## src/inc/fto_pkg.sv

```systemverilog
// constants for the fan thermal override and acoustic smoothing stage
// assumes one 8-bit register port and 8-bit temperatures and duties
package fto_pkg;

  // ==========================================================
  // register offsets
  localparam logic [7:0] ADDR_SMOOTH_FLOOR = 8'h62;
  localparam logic [7:0] ADDR_SMOOTH_23 = 8'h63;
  localparam logic [7:0] ADDR_CRIT_R1 = 8'h6A;
  localparam logic [7:0] ADDR_CRIT_LOC = 8'h6B;
  localparam logic [7:0] ADDR_CRIT_R2 = 8'h6C;
  localparam logic [7:0] ADDR_HYST_R1_LOC = 8'h6D;
  localparam logic [7:0] ADDR_HYST_R2 = 8'h6E;
  localparam logic [7:0] ADDR_POLICY_STATUS = 8'h71;

  // ==========================================================
  // reset values
  localparam logic [7:0] RST_SMOOTH_FLOOR = 8'h00;
  localparam logic [7:0] RST_SMOOTH_23 = 8'h00;
  localparam logic [7:0] RST_CRIT_LIMIT = 8'h64;
  localparam logic [3:0] RST_HYST = 4'h4;

  // ==========================================================
  // field positions
  localparam int FLOOR_OUT1_BIT = 5;
  localparam int FLOOR_OUT2_BIT = 6;
  localparam int FLOOR_OUT3_BIT = 7;
  localparam int SMOOTH_EN1_BIT = 3;
  localparam int SMOOTH_EN2_BIT = 7;
  localparam int SMOOTH_EN3_BIT = 3;
  localparam int STEP_CODE1_LSB = 0;
  localparam int STEP_CODE2_LSB = 4;
  localparam int STEP_CODE3_LSB = 0;
  localparam int HYST_HI_LSB = 4;
  localparam int HYST_LO_LSB = 0;

  // ==========================================================
  // thermal and duty constants
  localparam logic [7:0] CRIT_RELEASE_HYST = 8'h04;
  localparam logic [7:0] DUTY_FULL = 8'hFF;
  localparam logic [7:0] DUTY_OFF = 8'h00;

  // smoothing step sizes in slots of 255, by 3-bit code
  localparam logic [7:0] STEP_C0 = 8'h01;
  localparam logic [7:0] STEP_C1 = 8'h02;
  localparam logic [7:0] STEP_C2 = 8'h03;
  localparam logic [7:0] STEP_C3 = 8'h05;
  localparam logic [7:0] STEP_C4 = 8'h08;
  localparam logic [7:0] STEP_C5 = 8'h0C;
  localparam logic [7:0] STEP_C6 = 8'h18;
  localparam logic [7:0] STEP_C7 = 8'h30;

  // temperature channel selects
  localparam logic [1:0] CHAN_REMOTE1 = 2'h0;
  localparam logic [1:0] CHAN_LOCAL = 2'h1;
  localparam logic [1:0] CHAN_REMOTE2 = 2'h2;

endpackage

```

## src/design/fto_policy.sv

```systemverilog
// fan control policy stage: critical override, turn-off hysteresis,
// below-start floor and per-output acoustic smoothing of three drives
// assumes temperatures, start temps, minimum and target duties come
// from the measurement and slope logic, synchronous to ref_clk
// a channel select of 3 is read as remote 1
//
// The strobed register port is this design's own decision.
`timescale 1ns/1ns
module fto_policy (
  input wire logic ref_clk,
  input wire logic nrst,
  input wire logic [7:0] reg_addr,
  input wire logic [7:0] reg_wdata,
  input wire logic reg_wr,
  input wire logic reg_rd,
  output logic [7:0] reg_rdata,
  input wire logic [7:0] temp_remote1,
  input wire logic [7:0] temp_local,
  input wire logic [7:0] temp_remote2,
  input wire logic [7:0] start_temp_remote1,
  input wire logic [7:0] start_temp_local,
  input wire logic [7:0] start_temp_remote2,
  input wire logic [1:0] chan_sel_1,
  input wire logic [1:0] chan_sel_2,
  input wire logic [1:0] chan_sel_3,
  input wire logic [7:0] minimum_fan_duty_1,
  input wire logic [7:0] minimum_fan_duty_2,
  input wire logic [7:0] minimum_fan_duty_3,
  input wire logic [7:0] target_duty_1,
  input wire logic [7:0] target_duty_2,
  input wire logic [7:0] target_duty_3,
  input wire logic duty_update,
  output logic [7:0] fan_drive_1,
  output logic [7:0] fan_drive_2,
  output logic [7:0] fan_drive_3,
  output logic override_active
);

  // ==========================================================
  // helper functions
  function automatic logic [7:0] step_size(input logic [2:0] code);
    logic [7:0] s;
    s = fto_pkg::STEP_C0;
    case (code)
      3'h0: s = fto_pkg::STEP_C0;
      3'h1: s = fto_pkg::STEP_C1;
      3'h2: s = fto_pkg::STEP_C2;
      3'h3: s = fto_pkg::STEP_C3;
      3'h4: s = fto_pkg::STEP_C4;
      3'h5: s = fto_pkg::STEP_C5;
      3'h6: s = fto_pkg::STEP_C6;
      default: s = fto_pkg::STEP_C7;
    endcase
    return s;
  endfunction

  // one step toward target, clamped so it never passes it
  function automatic logic [7:0] step_toward(
    input logic [7:0] cur,
    input logic [7:0] tgt,
    input logic [7:0] step
  );
    logic [7:0] r;
    r = cur;
    if (tgt > cur) begin
      if ((tgt - cur) > step) begin
        r = cur + step;
      end else begin
        r = tgt;
      end
    end else if (tgt < cur) begin
      if ((cur - tgt) > step) begin
        r = cur - step;
      end else begin
        r = tgt;
      end
    end
    return r;
  endfunction

  // true when temp is strictly below (ref - margin); 9-bit so a small
  // ref never wraps into a huge threshold
  function automatic logic below_by(
    input logic [7:0] temp,
    input logic [7:0] ref_t,
    input logic [7:0] margin
  );
    return ({1'b0, temp} + {1'b0, margin}) < {1'b0, ref_t};
  endfunction

  // maps a channel select onto the arrays; code 3 has no channel
  // of its own and falls back to remote 1 instead of running off
  function automatic logic [1:0] chan_index(input logic [1:0] code);
    logic [1:0] c;
    c = fto_pkg::CHAN_REMOTE1;
    case (code)
      fto_pkg::CHAN_REMOTE1: c = fto_pkg::CHAN_REMOTE1;
      fto_pkg::CHAN_LOCAL: c = fto_pkg::CHAN_LOCAL;
      fto_pkg::CHAN_REMOTE2: c = fto_pkg::CHAN_REMOTE2;
      default: c = fto_pkg::CHAN_REMOTE1;
    endcase
    return c;
  endfunction

  // ==========================================================
  // registers
  logic [7:0] smoothing_and_floor_config;
  logic [7:0] smooth_cfg_23;
  logic [7:0] crit_limit [3];
  logic [3:0] hyst [3];
  logic [7:0] next_smoothing_and_floor_config;
  logic [7:0] next_smooth_cfg_23;
  logic [7:0] next_crit_limit [3];
  logic [3:0] next_hyst [3];
  logic [7:0] next_reg_rdata;
  logic [2:0] crit_flag;
  logic [2:0] running;

  always_comb begin
    next_smoothing_and_floor_config = smoothing_and_floor_config;
    next_smooth_cfg_23 = smooth_cfg_23;
    next_crit_limit = crit_limit;
    next_hyst = hyst;
    next_reg_rdata = 8'h00;
    if (reg_wr) begin
      case (reg_addr)
        fto_pkg::ADDR_SMOOTH_FLOOR: next_smoothing_and_floor_config =
          reg_wdata;
        fto_pkg::ADDR_SMOOTH_23: next_smooth_cfg_23 = reg_wdata;
        fto_pkg::ADDR_CRIT_R1: next_crit_limit[0] = reg_wdata;
        fto_pkg::ADDR_CRIT_LOC: next_crit_limit[1] = reg_wdata;
        fto_pkg::ADDR_CRIT_R2: next_crit_limit[2] = reg_wdata;
        fto_pkg::ADDR_HYST_R1_LOC: begin
          next_hyst[0] = reg_wdata[fto_pkg::HYST_HI_LSB +: 4];
          next_hyst[1] = reg_wdata[fto_pkg::HYST_LO_LSB +: 4];
        end
        fto_pkg::ADDR_HYST_R2: next_hyst[2] =
          reg_wdata[fto_pkg::HYST_HI_LSB +: 4];
        default: ;
      endcase
    end
    if (reg_rd) begin
      case (reg_addr)
        fto_pkg::ADDR_SMOOTH_FLOOR: next_reg_rdata =
          smoothing_and_floor_config;
        fto_pkg::ADDR_SMOOTH_23: next_reg_rdata = smooth_cfg_23;
        fto_pkg::ADDR_CRIT_R1: next_reg_rdata = crit_limit[0];
        fto_pkg::ADDR_CRIT_LOC: next_reg_rdata = crit_limit[1];
        fto_pkg::ADDR_CRIT_R2: next_reg_rdata = crit_limit[2];
        fto_pkg::ADDR_HYST_R1_LOC: next_reg_rdata = {hyst[0], hyst[1]};
        fto_pkg::ADDR_HYST_R2: next_reg_rdata = {hyst[2], 4'h0};
        fto_pkg::ADDR_POLICY_STATUS: next_reg_rdata =
          {1'b0, running, crit_flag, override_active};
        default: next_reg_rdata = 8'h00;
      endcase
    end
  end

  always_ff @(posedge ref_clk or negedge nrst) begin
    if (!nrst) begin
      smoothing_and_floor_config <= fto_pkg::RST_SMOOTH_FLOOR;
      smooth_cfg_23 <= fto_pkg::RST_SMOOTH_23;
      for (int i = 0; i < 3; i++) begin
        crit_limit[i] <= fto_pkg::RST_CRIT_LIMIT;
        hyst[i] <= fto_pkg::RST_HYST;
      end
      reg_rdata <= 8'h00;
    end else begin
      smoothing_and_floor_config <= next_smoothing_and_floor_config;
      smooth_cfg_23 <= next_smooth_cfg_23;
      crit_limit <= next_crit_limit;
      hyst <= next_hyst;
      reg_rdata <= next_reg_rdata;
    end
  end

  // ==========================================================
  // per-output configuration views
  logic [7:0] temp_ch [3];
  logic [7:0] start_ch [3];
  logic [1:0] sel [3];
  logic [7:0] min_duty [3];
  logic [7:0] target [3];
  logic [2:0] floor_sel;
  logic [2:0] smooth_en;
  logic [2:0] step_code [3];

  always_comb begin
    temp_ch[0] = temp_remote1;
    temp_ch[1] = temp_local;
    temp_ch[2] = temp_remote2;
    start_ch[0] = start_temp_remote1;
    start_ch[1] = start_temp_local;
    start_ch[2] = start_temp_remote2;
    // code 3 would index past the arrays, so it is folded onto remote 1
    sel[0] = chan_index(chan_sel_1);
    sel[1] = chan_index(chan_sel_2);
    sel[2] = chan_index(chan_sel_3);
    min_duty[0] = minimum_fan_duty_1;
    min_duty[1] = minimum_fan_duty_2;
    min_duty[2] = minimum_fan_duty_3;
    target[0] = target_duty_1;
    target[1] = target_duty_2;
    target[2] = target_duty_3;
    floor_sel[0] = smoothing_and_floor_config[fto_pkg::FLOOR_OUT1_BIT];
    floor_sel[1] = smoothing_and_floor_config[fto_pkg::FLOOR_OUT2_BIT];
    floor_sel[2] = smoothing_and_floor_config[fto_pkg::FLOOR_OUT3_BIT];
    smooth_en[0] = smoothing_and_floor_config[fto_pkg::SMOOTH_EN1_BIT];
    smooth_en[1] = smooth_cfg_23[fto_pkg::SMOOTH_EN2_BIT];
    smooth_en[2] = smooth_cfg_23[fto_pkg::SMOOTH_EN3_BIT];
    step_code[0] =
      smoothing_and_floor_config[fto_pkg::STEP_CODE1_LSB +: 3];
    step_code[1] = smooth_cfg_23[fto_pkg::STEP_CODE2_LSB +: 3];
    step_code[2] = smooth_cfg_23[fto_pkg::STEP_CODE3_LSB +: 3];
  end

  // ==========================================================
  // critical override, one flag per temperature channel
  logic [2:0] next_crit_flag;

  always_comb begin
    next_crit_flag = crit_flag;
    for (int c = 0; c < 3; c++) begin
      // strict compare: a reading equal to the limit stays out
      if (temp_ch[c] > crit_limit[c]) begin
        next_crit_flag[c] = 1'b1;
      end else if (below_by(temp_ch[c], crit_limit[c],
                            fto_pkg::CRIT_RELEASE_HYST)) begin
        next_crit_flag[c] = 1'b0;
      end
    end
  end

  always_ff @(posedge ref_clk or negedge nrst) begin
    if (!nrst) begin
      crit_flag <= 3'h0;
    end else begin
      crit_flag <= next_crit_flag;
    end
  end

  // no mask term exists anywhere on this path
  assign override_active = |crit_flag;

  // ==========================================================
  // turn-off hysteresis, per output since channel mapping may differ
  logic [2:0] next_running;

  always_comb begin
    next_running = running;
    for (int o = 0; o < 3; o++) begin
      // inside the band the flag holds, which stops chatter at start
      if (temp_ch[sel[o]] >= start_ch[sel[o]]) begin
        next_running[o] = 1'b1;
      end else if (below_by(temp_ch[sel[o]], start_ch[sel[o]],
                            {4'h0, hyst[sel[o]]})) begin
        next_running[o] = 1'b0;
      end
    end
  end

  always_ff @(posedge ref_clk or negedge nrst) begin
    if (!nrst) begin
      running <= 3'h0;
    end else begin
      running <= next_running;
    end
  end

  // ==========================================================
  // policy target and smoothing
  logic [7:0] policy [3];
  logic [7:0] duty [3];
  logic [7:0] next_duty [3];

  always_comb begin
    for (int o = 0; o < 3; o++) begin
      // override is applied later, so no setting here can mask it
      if (floor_sel[o]) begin
        // floor outputs ignore the hysteresis band entirely
        if (temp_ch[sel[o]] < start_ch[sel[o]]) begin
          policy[o] = min_duty[o];
        end else begin
          policy[o] = target[o];
        end
      end else if (running[o]) begin
        policy[o] = target[o];
      end else begin
        policy[o] = fto_pkg::DUTY_OFF;
      end
    end
  end

  always_comb begin
    // smoothed outputs hold between duty_update pulses
    next_duty = duty;
    for (int o = 0; o < 3; o++) begin
      if (override_active) begin
        // also seeds the smoother so release ramps down from full
        next_duty[o] = fto_pkg::DUTY_FULL;
      end else if (!smooth_en[o]) begin
        next_duty[o] = policy[o];
      end else if (duty_update) begin
        next_duty[o] = step_toward(duty[o], policy[o],
                                   step_size(step_code[o]));
      end
    end
  end

  always_ff @(posedge ref_clk or negedge nrst) begin
    if (!nrst) begin
      for (int o = 0; o < 3; o++) begin
        duty[o] <= fto_pkg::DUTY_OFF;
      end
    end else begin
      duty <= next_duty;
    end
  end

  assign fan_drive_1 = duty[0];
  assign fan_drive_2 = duty[1];
  assign fan_drive_3 = duty[2];

endmodule

```

## config.mk

```make
export PLATFORM = sky130hd
export DESIGN_NAME = fto_policy
export DESIGN_NICKNAME = d
export VERILOG_FILES = /design/src/inc/fto_pkg.sv /design/src/design/fto_policy.sv
export SDC_FILE = /design/constraint.sdc
export NUM_CORES = 1
export LEC_CHECK = 0
export BUFFER_PORTS_ARGS = -buffer_cell sky130_fd_sc_hd__buf_2
export CORE_MARGIN = 3
export CORE_UTILIZATION = 25
export DETAILED_ROUTE_END_ITERATION = 7
export GPL_ROUTABILITY_DRIVEN = 1
export PLACE_DENSITY = 0.52
export SYNTH_ARGS = -nofsm -noshare
export SYNTH_HDL_FRONTEND = slang
export SYNTH_SLANG_ARGS = --single-unit
```

## constraint.sdc

```tcl
create_clock -name ref_clk -period 8.1 [get_ports ref_clk]
set_input_delay 0.81 -clock ref_clk [delete_from_list [all_inputs] [get_ports ref_clk]]
set_output_delay 0.81 -clock ref_clk [all_outputs]
set_load 0.005 [all_outputs]
```

==> summary by stage <==
Outcome
The flow ran to the end, and the final reports show no timing, DRC or antenna violations.

Worst setup path
The destination of the critical timing path is fan_drive_3[6]. The delay of the slowest cell on the worst path is about 0.98 ns. The element type at the critical path start is an input port. The worst register-to-register path begins at smoothing_and_floor_config[6]. The type of destination of the critical path is a register. The worst register-to-register path has a depth of 21.

The arrival time at the worst endpoint is a little under 8 ns. The worst register-to-register path has a setup slack of 2.59 ns. At the worst endpoint, the required time is ~8.4 ns. The launching element of the worst setup path is chan_sel_3[1]. By startpoint and endpoint, the worst setup path is classified as input port to register. The largest individual stage delay along the critical path comes from the cell sky130_fd_sc_hd__nor3_1. In this run the worst path has a maximum fanout of 16. The cell type with the highest occurrence count on the critical path is sky130_fd_sc_hd__o21ai_0. The endpoint identified for the worst register-to-register timing path is fan_drive_2[3].

Yosys
The mapped netlist covers 13900 µm². For this run, the number of Yosys warnings is 0. The synthesized area per cell is around 7.8 µm². The fraction of synthesis flops using an asynchronous set or reset pin is between 90% and 100%. Synthesis inferred 90 register bits. The gate count after technology mapping is about 1800. The proportion of synthesized chip area in sequential cells is ~16%. The flip-flop cell with the highest count after synthesis is sky130_fd_sc_hd__dfrtp_1.

The count of flip-flops with a built-in enable after synthesis is 0. Synthesis instantiated 86 different standard cells from the library. Synthesis produced a netlist with a net count of 2102.

Cells and area
At the end of the flow, the number of nets in the layout was approximately 2200. The fraction of layout instances using a drive strength above 1 is between 10% and 20%. From synthesis to final layout, the design area changed by 13.7%. The count of cells in the finished layout, fillers not included, comes to about 2600. Once layout is complete, the utilization of the core stands at between 20% and 30%.

Power
The maximum VDD drop is roughly 110 µV. After layout, the design draws a total of between 2000 and 2500 µW. The reported leakage power is about 0.0073 µW. Sequential cells burn 22.5% of the power. The reported net switching power is between 1000 and 1500 µW. The power density normalized to cell area is around 150 nW/µm². The combinational share of power is between 50% and 60%. The proportion of total power due to net switching is a little under half. The internal portion of the total power is around 1200 µW. The share of total power dissipated in the clock network is 19.3%.

Place
At the end of routability-driven placement, the weighted congestion stood at just over 0.9. Detailed placement finished with a half-perimeter wire length of 42300 µm. Once placement completed, the tool counted placed cells totaling approximately 2600. The count of buffers from port buffering is 155. The worst setup slack before clock tree synthesis is 0.177 ns.

STA
The count of endpoints failing setup in the final report is 0. The final worst clock skew is between 0.01 and 0.015 ns. Setup slack on the critical path of the routed design comes to roughly 0.57 ns. Summed over all failing endpoints, the final setup total negative slack is 0 ns. The number of slew-limit violations in the final report is 0. The total count of hold-check failures in the final report is 0. The worst path in the final design needs a cycle of approximately 7.5 ns, including I/O delays and setup.

The portion of the clock cycle consumed by the worst path in the final layout is ~93%. For this run, the top clock speed supported by timing is approximately 0.13 GHz. The relative max-transition margin is about 18%.

For the pin with the worst max-slew slack, the measured transition is between 1 and 1.5 ns. Setup repair after global routing left no endpoint under its margin.

Routing
The number of vias after detailed routing is around 14000. The remaining number of nets flagged by the antenna check after routing is 0. The detail-routed via count per cell is between 5 and 6.

After detailed routing, the number of remaining DRC violations is 0. The DRC marker count from the first detailed-route iteration is 1303. The average wire per standard cell is about 20 µm.

Before antenna repair, the detailed router went through 5 iterations. The total wirelength of the detailed-routed design is approximately 52000 µm.

CTS
The number of hold buffers added after CTS is 0. The clock insertion delay at the later pin of the skew report is 0.38 ns. The sink count of the clock tree is 90.

The clock slew seen by the registers of the worst setup and hold paths is roughly 0.080 ns. The total number of H-tree levels is 3. Counting along the longest clock path gives a buffer depth of 2. The tree is rooted in a sky130_fd_sc_hd__clkbuf_16.

The clock buffer count from CTS is 9. TritonCTS built the clock tree.

Die
The number of primary I/O pins is roughly 160. The die covers 58300 µm². The floorplan has 85 rows.

The width of the die is about 240 µm. The initial core utilization is approximately a quarter. In this run the vertical extent of the chip is between 200 and 250 µm. The standard cell core area is between 50000 and 60000 µm².

Min path
The worst hold path class is input port to async pin.

GRT
Across every metal layer, demand over resource in global routing totals 17.4%. The initial antenna violation count is 5. The busiest layer in global routing is met2. For this run, global-route usage on met2 was measured as between 20% and 30%. Global routing consumed, on the met3 layer, 1.74% of the routing resources. The number of global-route vias before repair was roughly 13000. Global routing finished with a remaining overflow of 0. The global-route met1 utilization is around a quarter. The first global-routing pass estimated 78700 µm of wire. Entering global routing, the biggest net connects about 70 pins.

Job
Max-cap violations in this run came to 0.
synthesized netlist by cell type, types with 44 or more instances:
master / n / share of area, %
sky130_fd_sc_hd__inv_1: 148 / 4.0
sky130_fd_sc_hd__clkbuf_1: 49 / 1.3
sky130_fd_sc_hd__nor2_1: 137 / 3.7
sky130_fd_sc_hd__o21ai_0: 123 / 4.4
sky130_fd_sc_hd__a21oi_1: 102 / 3.7
sky130_fd_sc_hd__nand2_1: 163 / 4.4
sky130_fd_sc_hd__nor2b_1: 44 / 2.0
sky130_fd_sc_hd__dfrtp_1: 78 / 14
sky130_fd_sc_hd__mux2i_1: 53 / 3.8
sky130_fd_sc_hd__ha_1: 195 / 18
sky130_fd_sc_hd__mux2_2: 49 / 4.0
sky130_fd_sc_hd__xnor2_1: 50 / 3.2
worst min-delay path by stage:
stage | endpoint | slack [ns] | cells past startpoint | startpoint
after floorplan | crit_flag[0] | 0.46 | 2 | crit_flag[0]
after global placement | smoothing_and_floor_config[4] | 0.48 | 1 | smoothing_and_floor_config[4]
after detailed placement | smoothing_and_floor_config[4] | 0.49 | 1 | smoothing_and_floor_config[4]
after CTS | smoothing_and_floor_config[0] | 0.32 | 1 | nrst
after global routing | smoothing_and_floor_config[0] | 0.34 | 1 | nrst
final | smoothing_and_floor_config[0] | 0.33 | 1 | nrst
sequential cells by signal, indices dropped and copies added (netlist names):
| name | cells |
|---|---|
| running | 3 |
| crit_flag | 3 |
| fan_drive_2 | 8 |
| smooth_cfg_23 | 8 |
| hyst | 12 |
| reg_rdata | 8 |
| fan_drive_3 | 8 |
| smoothing_and_floor_config | 8 |
| crit_limit | 24 |
| fan_drive_1 | 8 |
per-layer routing:
metal,up-vias,share of wire [%]
met5,-,0.046
met4,4,1.5
met3,52,4.6
met2,389,46
met1,6713,48
li1,6689,-
kinds of logic (layout without fill, tap and decap cells):
logic type	Yosys count	after routing	share of synthesized area [%]
buffers and inverters	214	337	5.98
adder cells (fa/ha/maj)	211	211	19.6
AO/OA/AOI/OAI	542	542	26.3
multiplexers	106	106	8.46
XOR/XNOR	77	77	5.00
other	0	3	0
AND/OR/NAND/NOR	532	532	18.3
flip-flops	90	90	16.4
cells in the final DEF, fill, tap and decap left out, types with 10 or more instances in the layout:
master / netlist / layout
sky130_fd_sc_hd__a211oi_1: 28 / 28
sky130_fd_sc_hd__and3_1: 13 / 13
sky130_fd_sc_hd__mux2i_1: 53 / 53
sky130_fd_sc_hd__dfstp_2: 12 / 12
sky130_fd_sc_hd__o22ai_1: 33 / 33
sky130_fd_sc_hd__dfrtp_1: 78 / 78
sky130_fd_sc_hd__inv_1: 148 / 148
sky130_fd_sc_hd__xnor2_1: 50 / 50
sky130_fd_sc_hd__o21bai_1: 14 / 14
sky130_fd_sc_hd__fa_1: 12 / 12
sky130_fd_sc_hd__nor3_1: 29 / 28
sky130_fd_sc_hd__a21o_1: 34 / 34
sky130_fd_sc_hd__nor2_1: 137 / 137
sky130_fd_sc_hd__nand2_1: 163 / 163
sky130_fd_sc_hd__xor2_1: 26 / 26
sky130_fd_sc_hd__nand4_1: 12 / 12
sky130_fd_sc_hd__a31oi_1: 23 / 23
sky130_fd_sc_hd__nand2b_1: 30 / 28
sky130_fd_sc_hd__o22a_1: 15 / 15
sky130_fd_sc_hd__mux2_2: 49 / 49
sky130_fd_sc_hd__o21a_1: 36 / 36
sky130_fd_sc_hd__ha_1: 195 / 195
sky130_fd_sc_hd__a211o_1: 10 / 10
sky130_fd_sc_hd__nor2b_1: 44 / 44
sky130_fd_sc_hd__o211ai_1: 14 / 14
sky130_fd_sc_hd__nand3_1: 40 / 40
sky130_fd_sc_hd__and2_1: 21 / 21
sky130_fd_sc_hd__o21ai_0: 123 / 123
sky130_fd_sc_hd__a21oi_1: 102 / 102
sky130_fd_sc_hd__buf_4: 2 / 18
sky130_fd_sc_hd__buf_2: 8 / 154
sky130_fd_sc_hd__o221ai_1: 16 / 16
layout make-up:
type / count / area (µm²)
clock inverter: 7 / 76.3
inverter: 148 / 556
multi-input combinational: 1468 / 10800
fill: 5820 / 38600
sequential: 90 / 2270
antenna: 3 / 7.51
tap: 739 / 925
clock buffer: 9 / 225
timing repair buffer: 173 / 926
power groups by stage:
stage,Sequential (µW),Combinational (µW),Clock (µW)
after floorplan,503,965,0
after global placement,530,1310,0
after detailed placement,530,1320,0
after CTS,522,1330,462
after global routing,525,1510,476
final,521,1340,447
stage by stage:
| stage | cell area [µm²] | hold slack, ns |
|---|---|---|
| 2_1_floorplan | 13900 | 0.457 |
| 3_3_place_gp | 15400 | 0.485 |
| 3_5_place_dp | 15400 | 0.492 |
| 4_1_cts | 15700 | 0.322 |
| 5_1_grt | 15700 | 0.338 |
| 6_report | 15800 | 0.329 |
what timing repair did:
action	in CTS	in global routing
gates resized for setup	0	2
endpoints found under the setup margin	0	2
setup buffers	0	0
worst max-delay path, delay by kind of cell:
| family | cells | cell delay [ns] |
|---|---|---|
| adder cells (fa/ha/maj) | 3 | 1.05 |
| AND/OR/NAND/NOR | 6 | 2.14 |
| AO/OA/AOI/OAI | 16 | 3.17 |
| buffers and inverters | 3 | 0.39 |
| XOR/XNOR | 1 | 0.11 |
| multiplexers | 1 | 0.09 |
No activity file was read; power rests on OpenSTA's default activity.
